## src/logic/sps_defs.svh

```systemverilog
/*
 * Named constants of the stepper phase sequencer and bridge choppers:
 * timing figures, derived cycle counts, register map, fields, tables.
 * Assumes the block clock runs at SPS_CLK_MHZ.
 */
`ifndef SPS_DEFS_SVH
`define SPS_DEFS_SVH

// Block clock
`define SPS_CLK_MHZ 200

// Times in ns as printed
`define SPS_DEAD_NS 1000
`define SPS_BLANK_NS 1000
`define SPS_MINON_NS 1500
`define SPS_OFFMIN_NS 6600
`define SPS_OFFMAX_NS 6000000

// Cycle counts; least times round up, longest round down
`define SPS_DEAD_CYC ((`SPS_DEAD_NS * `SPS_CLK_MHZ + 999) / 1000)
`define SPS_BLANK_CYC ((`SPS_BLANK_NS * `SPS_CLK_MHZ + 999) / 1000)
`define SPS_MINON_CYC ((`SPS_MINON_NS * `SPS_CLK_MHZ + 999) / 1000)
`define SPS_OFF_MIN_CYC \
   ((`SPS_OFFMIN_NS * `SPS_CLK_MHZ + 999) / 1000 - `SPS_DEAD_CYC)
`define SPS_OFF_MAX_CYC \
   ((`SPS_OFFMAX_NS * `SPS_CLK_MHZ) / 1000 - `SPS_DEAD_CYC)

// Counter widths
`define SPS_OFF_W 21
`define SPS_TMR_W 9

// Register map (byte addresses)
`define SPS_ADDR_CTRL 8'h00
`define SPS_ADDR_OFF_A 8'h04
`define SPS_ADDR_OFF_B 8'h08
`define SPS_ADDR_STATUS 8'h0c

// Control fields and reset value
`define SPS_CTRL_EN_BIT 0
`define SPS_CTRL_SRST_BIT 1
`define SPS_CTRL_RST 32'h0000_0001

// Status fields
`define SPS_ST_IDX_LSB 0
`define SPS_ST_HALF_BIT 3
`define SPS_ST_EN_BIT 4
`define SPS_ST_CHA_LSB 5
`define SPS_ST_CHB_LSB 8
`define SPS_ST_FAULT_BIT 11

// Sequencer steps and first state (state 1 is index 0)
`define SPS_IDX_FIRST 3'h0
`define SPS_STEP_HALF 3'h1
`define SPS_STEP_FULL 3'h2

// Drive per state: {phase_a, en_a, phase_b, en_b}
`define SPS_TBL_S1 4'hf
`define SPS_TBL_S2 4'h3
`define SPS_TBL_S3 4'h7
`define SPS_TBL_S4 4'h4
`define SPS_TBL_S5 4'h5
`define SPS_TBL_S6 4'h1
`define SPS_TBL_S7 4'hd
`define SPS_TBL_S8 4'hc

`endif

```

## src/logic/sps_pkg.sv

```systemverilog
/*
 * Types shared by the sequencer top and the bridge chopper.
 * Assumes sps_defs.svh holds all numeric constants.
 */
package sps_pkg;

   // Gate commands of one full bridge, leg 1 and leg 2
   typedef struct packed {
      logic hi1;
      logic lo1;
      logic hi2;
      logic lo2;
   } sps_gate_t;

   // Drive of both bridges from the phase sequencer
   typedef struct packed {
      logic phase_a;
      logic en_a;
      logic phase_b;
      logic en_b;
   } sps_drive_t;

   // Chopper states, Gray coded along idle-on-dead-recirc-dead
   typedef enum logic [2:0] {
      SPS_CH_IDLE = 3'h0,
      SPS_CH_ON = 3'h1,
      SPS_CH_DT_OFF = 3'h3,
      SPS_CH_RECIRC = 3'h2,
      SPS_CH_DT_ON = 3'h6
   } sps_chop_state_t;

endpackage

```

## src/logic/sps_chopper.sv

```systemverilog
/*
 * Constant off-time chopper of one full bridge with dead time,
 * blanking, minimum on-time and fast or slow decay patterns.
 * Assumes trip is a synchronous comparator level.
 */
`timescale 1ns/1ps
`include "sps_defs.svh"

module sps_chopper (
   // Clock, reset, enable
   input wire logic mclk,
   input wire logic srst,
   input wire logic ce,
   // Control
   input wire logic bridge_en,
   input wire logic phase,
   input wire logic trip,
   input wire logic decay_slow,
   input wire logic [`SPS_OFF_W-1:0] off_cyc,
   // Results
   output sps_pkg::sps_gate_t gate,
   output sps_pkg::sps_chop_state_t state
);

   localparam logic [`SPS_TMR_W-1:0] DEAD_LAST =
      `SPS_TMR_W'(`SPS_DEAD_CYC - 1);
   localparam logic [`SPS_TMR_W-1:0] BLANK = `SPS_TMR_W'(`SPS_BLANK_CYC);
   localparam logic [`SPS_TMR_W-1:0] MINON = `SPS_TMR_W'(`SPS_MINON_CYC);

   logic [`SPS_OFF_W-1:0] cnt;
   logic [`SPS_TMR_W-1:0] on_cnt;
   logic ph_q;
   logic slow_q;
   logic all_off;
   logic trip_ok;
   sps_pkg::sps_gate_t next_gate;

   // Trip counts only after blanking and the least on-time
   assign trip_ok = trip && on_cnt >= BLANK && on_cnt >= MINON;

   always_ff @(posedge mclk) begin
      if (srst) begin
         state <= sps_pkg::SPS_CH_IDLE;
         cnt <= '0;
         on_cnt <= '0;
         ph_q <= 1'b0;
         slow_q <= 1'b0;
         all_off <= 1'b0;
      end else if (ce) begin
         if (!bridge_en) begin
            state <= sps_pkg::SPS_CH_IDLE;
         end else begin
            case (state)
               sps_pkg::SPS_CH_IDLE: begin
                  // A short disable must not skip the dead time
                  state <= sps_pkg::SPS_CH_DT_ON;
                  cnt <= '0;
                  all_off <= 1'b1;
                  ph_q <= phase;
               end
               sps_pkg::SPS_CH_ON: begin
                  if (phase != ph_q) begin
                     // Reversal swaps legs: all off for a dead time
                     state <= sps_pkg::SPS_CH_DT_ON;
                     cnt <= '0;
                     all_off <= 1'b1;
                     ph_q <= phase;
                  end else if (trip_ok) begin
                     state <= sps_pkg::SPS_CH_DT_OFF;
                     cnt <= '0;
                     slow_q <= decay_slow;
                  end else if (on_cnt != '1) begin
                     on_cnt <= on_cnt + 1'b1;
                  end
               end
               sps_pkg::SPS_CH_DT_OFF: begin
                  cnt <= cnt + 1'b1;
                  if (cnt[`SPS_TMR_W-1:0] == DEAD_LAST) begin
                     state <= sps_pkg::SPS_CH_RECIRC;
                  end
               end
               sps_pkg::SPS_CH_RECIRC: begin
                  cnt <= cnt + 1'b1;
                  if (cnt >= off_cyc - 1'b1) begin
                     state <= sps_pkg::SPS_CH_DT_ON;
                     cnt <= '0;
                  end
               end
               sps_pkg::SPS_CH_DT_ON: begin
                  cnt <= cnt + 1'b1;
                  // Follow a phase that moves while all gates are off,
                  // so no runt pulse of the old phase follows
                  if (all_off) begin
                     ph_q <= phase;
                  end
                  if (cnt[`SPS_TMR_W-1:0] == DEAD_LAST) begin
                     state <= sps_pkg::SPS_CH_ON;
                     on_cnt <= '0;
                     all_off <= 1'b0;
                  end
               end
               default: state <= sps_pkg::SPS_CH_IDLE;
            endcase
         end
      end
   end

   // Leg carrying the high side is leg 1 when phase is high
   always_comb begin
      next_gate = '0;
      case (state)
         sps_pkg::SPS_CH_ON: begin
            next_gate.hi1 = ph_q;
            next_gate.lo2 = ph_q;
            next_gate.hi2 = !ph_q;
            next_gate.lo1 = !ph_q;
         end
         sps_pkg::SPS_CH_DT_OFF, sps_pkg::SPS_CH_DT_ON: begin
            if (slow_q && !all_off) begin
               next_gate.hi1 = ph_q;
               next_gate.hi2 = !ph_q;
            end
         end
         sps_pkg::SPS_CH_RECIRC: begin
            if (slow_q) begin
               next_gate.hi1 = 1'b1;
               next_gate.hi2 = 1'b1;
            end else begin
               next_gate.lo1 = ph_q;
               next_gate.lo2 = !ph_q;
            end
         end
         default: next_gate = '0;
      endcase
   end

   always_ff @(posedge mclk) begin
      if (srst) begin
         gate <= '0;
      end else if (ce) begin
         gate <= next_gate;
      end
   end

endmodule // sps_chopper

```

## src/logic/sps_top.sv

```systemverilog
/*
 * Stepper phase sequencer with two bridge choppers and a Wishbone
 * classic register slave.
 * Assumes all pins are synchronous to mclk and that the pin
 * wire of the enable input is resolved outside from en_oe.
 */
// Local design decisions: register access over Wishbone and the register offsets.
// Summary of operation
// - State advances only on rising edges of the step clock.
// - Direction high counts state up, low counts down.
// - Power-up or reset input places sequencer in state 1.
// - Step size high selects half step through all eight states.
// - Half step visits 1..8 ascending, or descending with wrap.
// - Step size low in odd state gives two-phase-on full step.
// - Normal full step advances two states: 1,3,5,7 or 1,7,5,3.
// - Step size low in even state gives wave drive 2,4,6,8.
// - Phase and enable of both bridges follow the current state.
// - Each bridge chopper starts off interval when sense trips.
// - Total off period is off interval plus one dead time.
// - Off interval programmable from about 6.6 us to 6 ms; here from 1120 cycles (5.6 us), so total off period from 6.6 us.
// - Dead time of about 1 us between leg switch off and on.
// - Trip ignored for 1 us after the low side turns on.
// - On period never shorter than 1.5 us.
// - Decay low: fast decay, both conducting switches turned off.
// - Decay high: slow decay, only low side turned off.
// - Fast decay rectifies on lower switch only, uppers stay off.
// - Slow decay turns on recirculating upper switch after dead time.
// - Low side restarts only after a dead time, both decay modes.
// - Protection pulls enable low and disables both bridges.
`timescale 1ns/1ps
`include "sps_defs.svh"

module sps_top #(
   parameter logic [`SPS_OFF_W-1:0] OFF_MAX_CYC =
      `SPS_OFF_W'(`SPS_OFF_MAX_CYC)
) (
   // Clock, reset, clock enable
   input wire logic mclk,
   input wire logic srst,
   input wire logic ce,
   // Host logic inputs
   input wire logic step_clk,
   input wire logic rotation_direction,
   input wire logic step_size_select,
   input wire logic seq_reset,
   input wire logic decay_select,
   // Enable pin, open drain pull-down by protection
   input wire logic en_in,
   output logic en_out,
   output logic en_oe,
   // Protection and sense comparators
   input wire logic prot_fault,
   input wire logic current_sense_a,
   input wire logic current_sense_b,
   // Bridge drive
   output sps_pkg::sps_gate_t gate_a,
   output sps_pkg::sps_gate_t gate_b,
   output logic phase_a,
   output logic phase_b,
   output logic bridge_en_a,
   output logic bridge_en_b,
   // Wishbone classic slave
   input wire logic wb_cyc,
   input wire logic wb_stb,
   input wire logic wb_we,
   input wire logic [7:0] wb_adr,
   input wire logic [3:0] wb_sel,
   input wire logic [31:0] wb_dat_w,
   output logic [31:0] wb_dat_r,
   output logic wb_ack
);

   localparam logic [`SPS_OFF_W-1:0] OFF_MIN =
      `SPS_OFF_W'(`SPS_OFF_MIN_CYC);

   logic step_prev;
   logic step_edge;
   logic [2:0] seq_idx;
   logic [2:0] step_inc;
   logic [2:0] next_idx;
   sps_pkg::sps_drive_t drive;
   logic [31:0] ctrl;
   logic soft_reset;
   logic [`SPS_OFF_W-1:0] off_reg [2];
   logic glob_en;
   logic [1:0] sense;
   logic [1:0] br_en;
   logic [1:0] br_ph;
   sps_pkg::sps_gate_t gate [2];
   sps_pkg::sps_chop_state_t chop_st [2];
   logic wb_req;
   logic wb_wr;
   logic [31:0] next_rdata;

   // Table of drive per state, states 1..8 at index 0..7
   function automatic sps_pkg::sps_drive_t seq_decode(
      input logic [2:0] idx
   );
      case (idx)
         3'h0: seq_decode = `SPS_TBL_S1;
         3'h1: seq_decode = `SPS_TBL_S2;
         3'h2: seq_decode = `SPS_TBL_S3;
         3'h3: seq_decode = `SPS_TBL_S4;
         3'h4: seq_decode = `SPS_TBL_S5;
         3'h5: seq_decode = `SPS_TBL_S6;
         3'h6: seq_decode = `SPS_TBL_S7;
         default: seq_decode = `SPS_TBL_S8;
      endcase
   endfunction

   // Byte-lane merge of a write into a register
   function automatic logic [31:0] lane_merge(
      input logic [31:0] old,
      input logic [31:0] data,
      input logic [3:0] sel
   );
      logic [31:0] res;
      res = old;
      for (int i = 0; i < 4; i++) begin
         if (sel[i]) begin
            res[i*8 +: 8] = data[i*8 +: 8];
         end
      end
      lane_merge = res;
   endfunction

   // Keep a programmed off interval inside its documented range
   function automatic logic [`SPS_OFF_W-1:0] off_clamp(
      input logic [31:0] val
   );
      if (val < 32'(OFF_MIN)) begin
         off_clamp = OFF_MIN;
      end else if (val > 32'(OFF_MAX_CYC)) begin
         off_clamp = OFF_MAX_CYC;
      end else begin
         off_clamp = val[`SPS_OFF_W-1:0];
      end
   endfunction

   // Phase sequencer

   always_ff @(posedge mclk) begin
      if (srst) begin
         step_prev <= 1'b0;
      end else if (ce) begin
         step_prev <= step_clk;
      end
   end

   assign step_edge = step_clk && !step_prev;

   // Full step moves two states, so parity of the state picks
   // normal or wave drive without any extra mode register
   assign step_inc = step_size_select ? `SPS_STEP_HALF
                                      : `SPS_STEP_FULL;
   assign next_idx = rotation_direction ? seq_idx + step_inc
                                        : seq_idx - step_inc;

   always_ff @(posedge mclk) begin
      if (srst) begin
         seq_idx <= `SPS_IDX_FIRST;
      end else if (ce) begin
         if (seq_reset || soft_reset) begin
            seq_idx <= `SPS_IDX_FIRST;
         end else if (step_edge) begin
            seq_idx <= next_idx;
         end
      end
   end

   always_ff @(posedge mclk) begin
      if (srst) begin
         drive <= '0;
      end else if (ce) begin
         drive <= seq_decode(seq_idx);
      end
   end

   // Protection and enable

   // The pin alone lags the pull-down, so the fault gates directly
   assign glob_en = en_in && !prot_fault && ctrl[`SPS_CTRL_EN_BIT];

   always_ff @(posedge mclk) begin
      if (srst) begin
         en_oe <= 1'b0;
         en_out <= 1'b0;
      end else if (ce) begin
         en_oe <= prot_fault;
         en_out <= 1'b0;
      end
   end

   // Bridge choppers

   assign sense = {current_sense_b, current_sense_a};
   assign br_en = {drive.en_b && glob_en, drive.en_a && glob_en};
   assign br_ph = {drive.phase_b, drive.phase_a};

   generate
      for (genvar b = 0; b < 2; b++) begin : g_bridge
         sps_chopper u_chop (
            .mclk(mclk),
            .srst(srst),
            .ce(ce),
            .bridge_en(br_en[b]),
            .phase(br_ph[b]),
            .trip(sense[b]),
            .decay_slow(decay_select),
            .off_cyc(off_reg[b]),
            .gate(gate[b]),
            .state(chop_st[b])
         );
      end
   endgenerate

   assign gate_a = gate[0];
   assign gate_b = gate[1];

   always_ff @(posedge mclk) begin
      if (srst) begin
         phase_a <= 1'b0;
         phase_b <= 1'b0;
         bridge_en_a <= 1'b0;
         bridge_en_b <= 1'b0;
      end else if (ce) begin
         phase_a <= drive.phase_a;
         phase_b <= drive.phase_b;
         bridge_en_a <= br_en[0];
         bridge_en_b <= br_en[1];
      end
   end

   // Wishbone classic slave, one wait state

   assign wb_req = wb_cyc && wb_stb && !wb_ack;
   assign wb_wr = wb_req && wb_we;

   always_ff @(posedge mclk) begin
      if (srst) begin
         wb_ack <= 1'b0;
      end else if (ce) begin
         wb_ack <= wb_req;
      end
   end

   always_ff @(posedge mclk) begin
      if (srst) begin
         ctrl <= `SPS_CTRL_RST;
         soft_reset <= 1'b0;
      end else if (ce) begin
         soft_reset <= 1'b0;
         if (wb_wr && wb_adr == `SPS_ADDR_CTRL) begin
            ctrl <= lane_merge(ctrl, wb_dat_w, wb_sel) &
                    (32'h1 << `SPS_CTRL_EN_BIT);
            soft_reset <= wb_sel[0] && wb_dat_w[`SPS_CTRL_SRST_BIT];
         end
      end
   end

   always_ff @(posedge mclk) begin
      if (srst) begin
         off_reg[0] <= OFF_MIN;
         off_reg[1] <= OFF_MIN;
      end else if (ce && wb_wr) begin
         if (wb_adr == `SPS_ADDR_OFF_A) begin
            off_reg[0] <= off_clamp(lane_merge(32'(off_reg[0]),
                                               wb_dat_w, wb_sel));
         end else if (wb_adr == `SPS_ADDR_OFF_B) begin
            off_reg[1] <= off_clamp(lane_merge(32'(off_reg[1]),
                                               wb_dat_w, wb_sel));
         end
      end
   end

   always_comb begin
      next_rdata = '0;
      if (wb_adr == `SPS_ADDR_CTRL) begin
         next_rdata = ctrl;
      end else if (wb_adr == `SPS_ADDR_OFF_A) begin
         next_rdata = 32'(off_reg[0]);
      end else if (wb_adr == `SPS_ADDR_OFF_B) begin
         next_rdata = 32'(off_reg[1]);
      end else if (wb_adr == `SPS_ADDR_STATUS) begin
         next_rdata[`SPS_ST_IDX_LSB +: 3] = seq_idx;
         next_rdata[`SPS_ST_HALF_BIT] = step_size_select;
         next_rdata[`SPS_ST_EN_BIT] = glob_en;
         next_rdata[`SPS_ST_CHA_LSB +: 3] = chop_st[0];
         next_rdata[`SPS_ST_CHB_LSB +: 3] = chop_st[1];
         next_rdata[`SPS_ST_FAULT_BIT] = prot_fault;
      end
   end

   always_ff @(posedge mclk) begin
      if (srst) begin
         wb_dat_r <= '0;
      end else if (ce && wb_req && !wb_we) begin
         wb_dat_r <= next_rdata;
      end
   end

endmodule // sps_top

```

## config.mk

```make
export PLATFORM = sky130hd
export DESIGN_NAME = sps_top
export DESIGN_NICKNAME = d
export VERILOG_FILES = /design/src/logic/sps_pkg.sv /design/src/logic/sps_chopper.sv /design/src/logic/sps_top.sv
export VERILOG_INCLUDE_DIRS = /design/src /design/src/logic
export SDC_FILE = /design/constraint.sdc
export NUM_CORES = 1
export LEC_CHECK = 0
export ABC_AREA = 1
export BUFFER_PORTS_ARGS = -buffer_cell sky130_fd_sc_hd__buf_2
export CORE_ASPECT_RATIO = 0.5
export CORE_MARGIN = 3
export CORE_UTILIZATION = 60
export CTS_BUF_LIST = sky130_fd_sc_hd__clkbuf_4 sky130_fd_sc_hd__clkbuf_8 sky130_fd_sc_hd__clkbuf_16
export DETAILED_ROUTE_END_ITERATION = 8
export GPL_ROUTABILITY_DRIVEN = 0
export PLACE_DENSITY = 0.81
export SKIP_LAST_GASP = 1
export SLEW_MARGIN = 20
export SYNTH_ARGS = -nofsm -noshare
export SYNTH_HDL_FRONTEND = slang
export SYNTH_SLANG_ARGS = --single-unit
```

## constraint.sdc

```tcl
create_clock -name mclk -period 4 [get_ports mclk]
set_input_delay 1 -clock mclk [delete_from_list [all_inputs] [get_ports mclk]]
set_output_delay 1 -clock mclk [all_outputs]
set_load 0.005 [all_outputs]
```

# Word level (Yosys, flattened, before mapping)

Memory sizes are Yosys's and may differ from the RTL's.
Cells that the tools add are included.

Memories: 1
Register bits after elaboration: 128
Output and inout port bits: 47
Input port bits: 59
Bits in writable memories: 42

Memory list:

| name    | depth | bits a word | rd ports | clocked after memory_dff | write ports | line          | RTL |
|---|---|---|---|---|---|---|---|
| off_reg | 2     | 21          | 2        | 0                        | 2           | sps_top.sv:84 | `` logic [`SPS_OFF_W-1:0] off_reg [2]; `` |

Multiplexer cells: 132
$lt $le $gt $ge: 10
Add/sub/neg operators: 8
Reductions and logical operators: 55
Bitwise gates (word level): 4
Equality and inequality tests: 45

Operators by type and width:

| kind                                                            | number |
|---|---|
| two-way mux 21 bit                                              | 21 |
| two-way mux 8 bit                                               | 35 |
| one-hot mux 21 bit (4 select lines)                             | 2 |
| two-way mux 9 bit                                               | 9 |
| greater-than comparator 32 x 21 -> 1 bit, second input constant | 2 |
| less-than comparator 32 x 11 -> 1 bit, second input constant    | 2 |
| two-way mux 3 bit                                               | 15 |
| adder 21 x 1 -> 21 bit, second input constant                   | 2 |
| >= comparator 21 bit                                            | 2 |
| subtractor 21 x 1 -> 21 bit, second input constant              | 2 |
| AND reduction 5 bit                                             | 8 |
| one-hot mux 9 bit (2 select lines)                              | 2 |
| two-way mux 1 bit                                               | 30 |
| one-hot mux 3 bit (5 select lines)                              | 2 |
| one-hot mux 4 bit (7 select lines)                              | 1 |
| two-way mux 12 bit                                              | 2 |
| one-hot mux 1 bit (3 select lines)                              | 8 |
| logical AND 1 bit                                               | 19 |
| adder 9 x 1 -> 9 bit, second input constant                     | 2 |
| equality test 3 x 2 -> 1 bit, second input constant             | 6 |
| equality test 9 x 8 -> 1 bit, second input constant             | 2 |
| >= comparator 9 x 8 -> 1 bit, second input constant             | 2 |
| >= comparator 9 bit, second input constant                      | 2 |
| != test 3 bit, second input constant                            | 6 |
| 28 further kinds                                                | 70 |

# Depth between registers and ports, before layout

Gate-level depths: netlist of run 1.

Depth after elaboration: 14
Depth in mapped cells: 23
Depth with buffers taken out: 23

# Cells and area by module

A second synthesis of run 1 with hierarchy kept.

Cells, all modules: 1,604
Area, all modules: 11,329.6 um^2

Modules (own cells, without submodules):

| module      | area an instance (um^2) | instances | sequential area each (um^2) | cells each |
|---|---|---|---|---|
| sps_chopper | 3,330.7                 | 2         | 800.8                       | 501 |
| sps_top     | 4,668.2                 | 1         | 2,001.9                     | 602 |

# Least setup slack after synthesis of run 1

OpenSTA, ideal clock, no wires.

Kind: reg-to-reg
From: memory off_reg[0][21] (netlist bit)
To: register g_bridge[1].u_chop.cnt[10]
Cell stages (with the launch flop): 22
Arrival: 3,021 ps
Clock period less this slack: 3,138 ps
Path slack: 862 ps
Data required time: 3,883 ps
Cells stage by stage: edfxtp_1 inv_1 ha_1 nand2_1 nor2_1 nand2_1 nor3_1 nand4_1 xor2_1 ha_1 nand2_1 nor2_1 nand2_1 inv_1 nand3_1 nand2_1 nor2_1 nand2_1 nand2_1 nand2_2 buf_2 nor2_1

RTL lines:

| item                 | line              | RTL |
|---|---|---|
| from (decl)          | sps_top.sv:84     |  |
| to (signal assigned) | sps_chopper.sv:77 | `cnt <= cnt + 1'b1;` |
| to (signal assigned) | sps_chopper.sv:83 | `cnt <= cnt + 1'b1;` |
| to (signal assigned) | sps_chopper.sv:90 | `cnt <= cnt + 1'b1;` |
| to (decl)            | sps_chopper.sv:30 | `` logic [`SPS_OFF_W-1:0] cnt; `` |

==> run_results.csv, run 1 <==
group,metric,value,unit
sta,period_needed,3670,ps
die,core,17600,µm²
yosys,syn_area,10900,µm²
clock_tree,cts_tree,"done",
placed_design,place.port_buffers,93,
routing,drtPass1Iterations,6,
power_and_ir_drop,vdd.ir_drop.worst,0.325,mV
sta,max_freq,0.272,GHz
yosys,synth_common_cells,"365 x nand2_1, 240 x inv_1, 201 x nor2_1",
sta,post-route-period-util,0.918,
yosys,ys_ff_latch,159,
job,drv_cap,0,
grt,grt_usage,0.311,
yosys,synthTopCellsByArea,"dfxtp_1 21%, nand2_1 13%, edfxtp_1 12%",
cells_and_area,nets,1817,
yosys,synth_cells,1614,
clock_tree,cts.sinks,159,
setup_path,start_kind,"register",
placed_design,place_hpwl,24.3,mm
cells_and_area,drive_gt1_frac,0.105,
sta,final-hold-violation-count,0,
routing,route.detailed.drc,0,
setup_path,critPathArrivalTime,4000,ps
yosys,syn_avg_cell_area,6.75,µm²
die,dieWidth,197,µm
die,die_area,19900,µm²
clock_tree,clock_path_buffers,2,
grt,grt_pass1_wl,49.8,mm
sta,setup_viol,0,
run_status,outcome,"completed",
yosys,synth_most_common_cell,"nand2_1",
cells_and_area,multiInputGateArea,6180,µm²
setup_path,cp-endpoint,"g_bridge[0].u_chop.cnt[12]",
cells_and_area,final_core_util,0.689,
yosys,yosysTopAreaCell,"dfxtp_1",
power_and_ir_drop,p_leak,5.49,nW
yosys,postSynth.asyncResetShare,0,
clock_tree,cts_root_buf,"clkbuf_16",
setup_path,critPathKind,"reg2reg",
yosys,synth_compound_area_frac,0.127,
grt,grt_max_degree,55,
yosys,yosys.area_share.simple,0.322,
yosys,synth_warnings,0,
clock_tree,cts-buffers-inserted,17,
clock_tree,htree_levels,4,
die,initial_core_util,0.620,
routing,ant_nets,0,
power_and_ir_drop,powerDensity,301,nW/µm²
sta,tightest_slew,922,ps
clock_tree,clock_latency,440,ps
yosys,synth_edf_count,42,
cells_and_area,final_cells,1950,
yosys,synth_top_cell_area_share,0.215,
setup_path,worstPathRequired,4330,ps
yosys,synth_top_family_by_area,"simple AND/OR/NAND/NOR gates",
placed_design,dp.cells,1919,
clock_tree,clkTransAtPathRegs,70,ps
sta,finalClockSkew,12.1,ps
yosys,synth_seq_area_share,0.331,
setup_path,crit_path_start,"off_reg[0][2]",
setup_path,rr_endpoint,"g_bridge[0].u_chop.cnt[12]",
die,die_h,101,µm
sta,holdWs,463,ps
setup_path,crit_fanout,12,
hold_path,hold_path_class,"reg2reg",
routing,drt_iter0_drc,1331,
setup_path,endpoint_kind,"register",
yosys,synthAdderAreaFrac,0.0627,
setup_path,regToRegStartpoint,"off_reg[0][2]",
yosys,synth_cell_type_count,52,
yosys,synth_xor_area_frac,0.0498,
routing,vias,11300,
yosys,synth.area.mux_share,0,
cells_and_area,n_antenna_cell,0,
routing,routed_wl,31.2,mm
cells_and_area,area_growth,11.0,%
die,fp-row-count,34,
cells_and_area,regArea,3600,µm²
setup_path,reg2reg_slack,330,ps
yosys,synthFlopType,"dfxtp_1",
sta,report.final.slew_viol_count,0,
cells_and_area,num-fill-cells,1489,
routing,vias_per_cell,5.81,
sta,rsz0062_at_grt,"no",
grt,first_global_vias,10200,
sta,relSlewSlack,0.384,
sta,tns,0,ps
grt,overflow,0,
die,ioPinCount,106,
setup_path,reg2regPathDepth,21,
routing,detail_route.wl_per_cell,16.0,µm
grt,antenna_found_initial,0,
## worst min-delay path by stage
stage	start	to	slack [ps]	cells after the start
2_1_floorplan	g_bridge[1].u_chop.all_off	g_bridge[1].u_chop.all_off	440	1
3_3_place_gp	drive[0]	drive[0]	450	2
3_5_place_dp	g_bridge[0].u_chop.gate[1]	g_bridge[0].u_chop.gate[1]	450	2
4_1_cts	g_bridge[0].u_chop.gate[1]	g_bridge[0].u_chop.gate[1]	460	2
5_1_grt	wb_dat_r[5]	wb_dat_r[5]	480	2
6_report	g_bridge[0].u_chop.gate[1]	g_bridge[0].u_chop.gate[1]	460	2
## layout make-up
cell class | count | share of cell area
inverters | 250 | 0.0777
flip-flops and latches | 159 | 0.298
repair buffers | 100 | 0.0428
well taps | 234 | 0.0242
clock inverters | 10 | 0.00744
clock buffers | 21 | 0.0391
multi-input cells | 1176 | 0.511
## where the power goes
| part | internal [mW] | total (mW) | switching (mW) |
|---|---|---|---|
| clock | 0.909 | 1.60 | 0.692 |
| sequential | 1.67 | 1.70 | 0.0289 |
| combinational | 0.104 | 0.340 | 0.236 |
## worst max-delay path, stage by stage (launching register included)
cell and delay (ps):
edfxtp_1 450, nor2_1 160, inv_1 50, nor2_1 160, nand3_1 150, nor3_2 190, nand3_1 180, nor2_2 180
nand4_1 120, xor2_1 160, inv_1 60, ha_1 310, nand2_1 80, nor2_1 150, inv_1 60, a21oi_1 160
nor3_1 80, nand2_1 190, nand2_1 200, nand2_4 190, inv_1 110, o211a_1 130
## repair_timing
| action | in CTS | in global routing |
|---|---|---|
| setup endpoints to repair | 0 | 35 |
| setup buffers | 0 | 0 |
| hold buffers | 0 | 0 |
| gates resized for setup | 0 | 5 |
## cells in the final DEF (no fill, tap or decap), drive strengths merged, types with 8 or more instances in the layout
cell,synthesis,final
nand3,90,90
nor3,59,59
nand2,373,373
o221ai,8,8
o211ai,9,9
xor2,52,52
a21oi,127,127
buf,22,100
o21ai,65,65
conb,1,12
dfxtp,117,117
xnor2,10,10
nand4,52,52
edfxtp,42,42
ha,53,53
o22ai,11,11
clkbuf,18,21
inv,250,251
nor2,211,211
## routing by layer
metal / GRT usage / vias up / part of all wire / wire, µm
met5: 0 / - / 0 / 0
met4: 0.101 / 0 / 0.023 / 727
met3: 0.0668 / 77 / 0.10 / 3240
met2: 0.507 / 594 / 0.45 / 14200
li1: - / 5459 / - / -
met1: 0.418 / 5203 / 0.42 / 13000
## cell families (layout without fill, tap and decap cells)
| family | count (synthesis) | in the layout |
|---|---|---|
| AO/OA/AOI/OAI | 242 | 242 |
| XOR/XNOR | 62 | 62 |
| adder cells (fa/ha/maj) | 54 | 54 |
| buffers and inverters | 290 | 381 |
| flip-flops | 159 | 159 |
| other | 1 | 12 |
| AND/OR/NAND/NOR | 806 | 806 |
## metrics by stage
step	power [mW]	instance area, µm²	setup WS [ps]
finish	3.64	12100	329
CTS	3.62	12100	124
detailed placement	2.06	11500	152
global placement	2.05	11500	324
global route	3.74	12100	1.49
floorplan	1.96	10900	862
Note: power is estimated with default switching activity, not from simulation.
==> inputs of run 2 (changes only) <==
SYNTH_HIERARCHICAL = 1   (was default)
==> run_results.csv, run 2 <==
group,metric,value,unit
setup_path,reg2reg_slack,380,ps
yosys,syn_avg_cell_area,7.06,µm²
setup_path,cp_num_buf_inv,2,
setup_path,slowest_stage,"edfxtp_1",
sta,post-route-period-util,0.906,
yosys,syn_area,11300,µm²
power_and_ir_drop,powerDensity,299,nW/µm²
setup_path,crit_fanout,17,
clock_tree,cts.sinks,159,
setup_path,endpoint_kind,"register",
hold_path,hold_path_depth,2,
yosys,synthFlopType,"dfxtp_1",
sta,tightest_slew,608,ps
sta,tns,0,ps
power_and_ir_drop,p_leak,5.49,nW
power_and_ir_drop,clock_power_share,0.450,
yosys,synth_cell_type_count,57,
sta,report.final.slew_viol_count,0,
grt,grt_max_degree,37,
setup_path,critPathTopFamily,"simple AND/OR/NAND/NOR gates",
yosys,synth_cells,1604,
routing,drt_iter0_drc,1137,
setup_path,critPathArrivalTime,3920,ps
clock_tree,htree_levels,4,
cells_and_area,area_growth,10.2,%
sta,max_freq,0.276,GHz
clock_tree,cts_setup_buffers,0,
routing,drtPass1Iterations,6,
yosys,yosys.area_share.simple,0.340,
hold_path,hold_path_class,"reg2reg",
yosys,synth_xor_area_frac,0.0493,
yosys,postSynth.asyncResetShare,0,
setup_path,regToRegStartpoint,"off_reg[0][21]",
die,ioPinCount,106,
hold_path,min_from,"g_bridge[0].u_chop/gate[3]",
setup_path,rr_endpoint,"g_bridge[1].u_chop/cnt[9]",
setup_path,crit_chain,"inv_1, ha_1, nand3_1, nor3_2, inv_2, nor2_2, nand4_1, nor3_1, xor2_1, ha_1, nand2_1, nor2_1, and2_1, nand2_1, nand3_2, nand2_2, o21ai_4, nor2_1",
yosys,yosysTopAreaCell,"dfxtp_1",
yosys,synth_top_family_by_area,"simple AND/OR/NAND/NOR gates",
yosys,synth_top_cell_area_share,0.207,
yosys,synth_warnings,6,
cells_and_area,drive_gt1_frac,0.168,
clock_tree,cts_root_buf,"clkbuf_16",
clock_tree,hold_buffers,0,
setup_path,start_kind,"register",
sta,setup_viol,0,
yosys,synth_compound_area_frac,0.126,
sta,final-hold-violation-count,0,
yosys,ys_ff_latch,159,
yosys,synthAdderAreaFrac,0.0603,
clock_tree,clkTransAtPathRegs,70,ps
cells_and_area,n_antenna_cell,0,
power_and_ir_drop,internal-power,2.71,mW
power_and_ir_drop,switching_share,0.274,
setup_path,critPathKind,"reg2reg",
grt,first_global_vias,10500,
yosys,synthTopCellsByArea,"dfxtp_1 21%, nand2_1 12%, edfxtp_1 11%",
grt,grt_usage,0.311,
cells_and_area,nets,1805,
setup_path,worstPathRequired,4300,ps
clock_tree,ctsResizeCount,0,
power_and_ir_drop,p_seq_frac,0.458,
sta,rsz0062_at_grt,"no",
die,fp-row-count,34,
cells_and_area,final_cell_mix,"375 x nand2_1, 209 x inv_1, 165 x nor2_1, 118 x a21oi_1, 117 x dfxtp_1",
hold_path,min_to,"g_bridge[0].u_chop/gate[3]",
power_and_ir_drop,p_sw,1.02,mW
setup_path,max_stage_delay,460,ps
job,drv_cap,0,
placed_design,place.port_buffers,93,
yosys,synth_edf_count,42,
routing,vias_per_cell,5.72,
routing,detail_route.wl_per_cell,16.3,µm
die,die_h,103,µm
clock_tree,cts-buffers-inserted,17,
routing,routed_wl,31.9,mm
yosys,synth_common_cells,"375 x nand2_1, 209 x inv_1, 165 x nor2_1",
die,core,17900,µm²
run_status,outcome,"completed",
grt,grt_pass1_wl,51.7,mm
die,dieWidth,200,µm
clock_tree,clock_latency,440,ps
sta,period_needed,3620,ps
sta,finalClockSkew,12.1,ps
clock_tree,clock_path_buffers,2,
power_and_ir_drop,vdd.ir_drop.worst,0.262,mV
power_and_ir_drop,comb_power_share,0.092,
grt,antenna_found_initial,0,
yosys,synth.area.mux_share,0,
routing,route.detailed.drc,0,
die,initial_core_util,0.633,
yosys,synth_seq_area_share,0.318,
routing,vias,11200,
placed_design,place_hpwl,24.6,mm
grt,overflow,0,
clock_tree,cts_tree,"done",
die,die_area,20700,µm²
routing,ant_nets,0,
yosys,synth_most_common_cell,"nand2_1",
cells_and_area,final_common_cell,"nand2_1",
setup_path,reg2regPathDepth,18,
sta,relSlewSlack,0.595,
cells_and_area,final_core_util,0.697,
run 2: cell types whose count changed in the layout (fill, tap and decap cells not counted), sizes merged, moves of 4 or more:
cell and delta:
xor2 -9, o211ai -7, xnor2 +9, inv -9
o21bai +4, a31oi +4, a21oi +4, nand3 -17
o22ai -4, nand2 +31, nor2 -5
run 2: cells by family (layout without fill, tap and decap cells):
kind of cell,Yosys count,after routing
flops,159,159
fa+ha+maj,54,54
compound gates,235,235
buf+inv,279,369
simple gates,814,814
other cells,1,12
xor+xnor,62,62
run 2: worst min-delay path, stage by stage, from the launching register on:
cell and delay, ps:
dfxtp_1 310, nand2_1 60, a21oi_1 50
run 2: area by class of cell:
| class | instances | area (µm²) |
|---|---|---|
| sequential | 159 | 3600 |
| clock inverter | 13 | 139 |
| tap | 252 | 315 |
| multi-input combinational | 1177 | 6560 |
| inverter | 237 | 900 |
| timing repair buffer | 100 | 518 |
| clock buffer | 19 | 458 |
| fill | 1460 | 5420 |
run 2: how the worst max path moves through the flow:
stage                        start                          to  slack [ps]  depth (start not counted)
floorplan            off_reg[0][0]   g_bridge[0].u_chop/cnt[9]        1000                         19
global placement     off_reg[0][0]  g_bridge[0].u_chop/cnt[18]         680                         18
detailed placement  off_reg[0][21]  g_bridge[1].u_chop/cnt[13]         510                         18
CTS                 off_reg[0][21]  g_bridge[1].u_chop/cnt[20]         470                         18
global route        off_reg[0][24]  g_bridge[1].u_chop/cnt[20]         100                         18
finish              off_reg[0][21]   g_bridge[1].u_chop/cnt[9]         380                         18
run 2: metrics by stage:
| step | total power [mW] | hold slack, ps | worst slack [ps] | cells | instance area (µm²) |
|---|---|---|---|---|---|
| floorplan | 1.98 | 441 | 995 | 1615 | 11400 |
| CTS | 3.73 | 468 | 472 | 1957 | 12500 |
| finish | 3.73 | 464 | 377 | 1957 | 12500 |
| global route | 3.85 | 484 | 97.2 | 1957 | 12500 |
| detailed placement | 2.08 | 455 | 510 | 1925 | 11900 |
| global placement | 2.06 | 453 | 682 | 1925 | 11900 |
run 2: routing by layer:
metal	share of wire	track usage	routed length, µm	vias to the layer above
met5	0	0	0	-
met1	0.43	0.416	13800	5148
met3	0.11	0.0823	3520	93
li1	-	-	-	5373
met4	0.031	0.114	981	0
met2	0.43	0.493	13600	588
run 2: power groups by stage:
stage | sequential, mW | combinational [mW] | clock [mW]
2_1_floorplan | 1.73 | 0.247 | 0
3_3_place_gp | 1.74 | 0.323 | 0
3_5_place_dp | 1.74 | 0.332 | 0
4_1_cts | 1.71 | 0.336 | 1.69
5_1_grt | 1.71 | 0.381 | 1.76
6_report | 1.71 | 0.345 | 1.68
==> inputs of run 3 (changes only) <==
==> constraint.sdc (replaced) <==
create_clock -name mclk -period 4 [get_ports mclk]
set_input_delay 0.6 -clock mclk [delete_from_list [all_inputs] [get_ports mclk]]
set_output_delay 0.6 -clock mclk [all_outputs]
set_load 0.005 [all_outputs]
==> run_results.csv, run 3 (synthesized netlist as in run 2, its figures left out) <==
group,metric,value,unit
sta,tightest_slew,956,ps
cells_and_area,design_area,12500,µm²
routing,routed_wl,31.3,mm
clock_tree,clkTransAtPathRegs,70,ps
sta,finalClockSkew,9.71,ps
cells_and_area,multiInputGateArea,6560,µm²
setup_path,endpoint_kind,"register",
power_and_ir_drop,vdd.ir_drop.worst,0.275,mV
routing,ant_nets,0,
clock_tree,cts-buffers-inserted,17,
sta,final-hold-violation-count,0,
sta,setup_viol,0,
clock_tree,ctsResizeCount,0,
cells_and_area,nets,1803,
power_and_ir_drop,clock_power_share,0.445,
die,ioPinCount,106,
placed_design,place_hpwl,24.5,mm
clock_tree,htree_levels,4,
setup_path,critPathArrivalTime,3920,ps
cells_and_area,final_core_util,0.696,
clock_tree,clock_path_buffers,2,
clock_tree,hold_buffers,0,
power_and_ir_drop,switching_share,0.290,
cells_and_area,drive_gt1_frac,0.167,
power_and_ir_drop,comb_power_share,0.092,
setup_path,reg2reg_slack,400,ps
sta,report.final.slew_viol_count,0,
grt,grt_pass1_wl,50.2,mm
power_and_ir_drop,finalPower,3.70,mW
cells_and_area,n_antenna_cell,0,
setup_path,cp-endpoint,"g_bridge[0].u_chop/cnt[18]",
power_and_ir_drop,p_seq_frac,0.462,
routing,detail_route.wl_per_cell,16.0,µm
grt,overflow,0,
power_and_ir_drop,powerDensity,297,nW/µm²
setup_path,reg2regPathDepth,18,
die,die_area,20700,µm²
power_and_ir_drop,p_leak,5.47,nW
clock_tree,cts.sinks,159,
clock_tree,cts_root_buf,"clkbuf_16",
job,drv_cap,0,
cells_and_area,final_cell_mix,"375 x nand2_1, 209 x inv_1, 165 x nor2_1, 118 x a21oi_1, 117 x dfxtp_1",
routing,drtPass1Iterations,7,
hold_path,hold_path_class,"in2reg",
clock_tree,cts_setup_buffers,0,
run_status,outcome,"completed",
clock_tree,cts_tree,"done",
die,fp-row-count,34,
setup_path,worstPathRequired,4310,ps
grt,antenna_found_initial,0,
cells_and_area,final_common_cell,"nand2_1",
grt,grt_usage,0.301,
cells_and_area,regArea,3600,µm²
placed_design,postPlaceCellArea,11900,µm²
sta,period_needed,3600,ps
routing,vias,11100,
sta,rsz0062_at_grt,"no",
setup_path,critPathKind,"reg2reg",
sta,tns,0,ps
cells_and_area,area_growth,9.99,%
die,initial_core_util,0.633,
setup_path,crit_path_start,"off_reg[0][2]",
sta,relSlewSlack,0.361,
setup_path,regToRegStartpoint,"off_reg[0][2]",
die,die_h,103,µm
power_and_ir_drop,internal-power,2.62,mW
power_and_ir_drop,p_sw,1.07,mW
die,dieWidth,200,µm
setup_path,start_kind,"register",
sta,max_freq,0.277,GHz
grt,first_global_vias,10200,
routing,drt_iter0_drc,1144,
setup_path,rr_endpoint,"g_bridge[0].u_chop/cnt[18]",
clock_tree,clock_latency,440,ps
setup_path,crit_fanout,17,
sta,post-route-period-util,0.901,
grt,grt_max_degree,38,
cells_and_area,num-fill-cells,1485,
placed_design,place.port_buffers,93,
routing,route.detailed.drc,0,
routing,vias_per_cell,5.69,
die,core,17900,µm²
## run 3: cell types whose count changed in the layout (fill, tap and decap cells not counted), sizes merged
cell,before,now
bufinv,1,0
inv,242,245
clkbuf,19,17
clkinvlp,1,0
buf,100,98
clkinv,6,7
## run 3: metrics by stage
stage               instances  worst slack [ps]  hold slack (ps)
finish                   1955               395              407
global route             1955              78.1              409
CTS                      1955               455              401
detailed placement       1923               486              455
global placement         1923               694              451
floorplan                1615               995              441
## run 3: layout make-up
type	count	share of cell area
Tap cell	252	0.0253
Sequential cell	159	0.289
Clock buffer	17	0.0341
Timing Repair Buffer	98	0.0404
Multi-Input combinational cell	1177	0.526
Inverter	237	0.0722
Clock inverter	15	0.0127
## run 3: routing by layer
layer / part of all wire / global-route usage
met5: 0 / 0
met3: 0.10 / 0.0662
met1: 0.45 / 0.418
met4: 0.028 / 0.108
met2: 0.42 / 0.468
## run 3: critical path, stage by stage, from the launching register on
cell and delay [ps]:
edfxtp_1 510, nor2_1 170, nand2_1 120, nor2_2 160, nand4_1 190, nor3_2 270
nand2_1 120, nor3_1 230, xor2_1 180, inv_1 60, ha_1 300, nand2_1 60
nor2_1 150, and2_1 200, nand2_1 80, nand3_2 120, nand2_2 90, o21ai_4 390
nor2_1 100
## run 3: power groups by stage
stage / clock network (mW) / registers, mW / logic, mW
2_1_floorplan: 0 / 1.73 / 0.247
3_3_place_gp: 0 / 1.74 / 0.321
3_5_place_dp: 0 / 1.74 / 0.332
4_1_cts: 1.65 / 1.71 / 0.334
5_1_grt: 1.73 / 1.71 / 0.377
6_report: 1.65 / 1.71 / 0.342
## run 3: worst min path at each step
stage	slack [ps]	depth (start not counted)	startpoint	end
after floorplan	440	2	soft_reset	soft_reset
after global placement	450	2	g_bridge[1].u_chop/gate[1]	g_bridge[1].u_chop/gate[1]
after detailed placement	450	2	wb_dat_r[9]	wb_dat_r[9]
after CTS	400	3	decay_select	g_bridge[1].u_chop/slow_q
after global routing	410	3	decay_select	g_bridge[1].u_chop/slow_q
final	410	3	decay_select	g_bridge[1].u_chop/slow_q
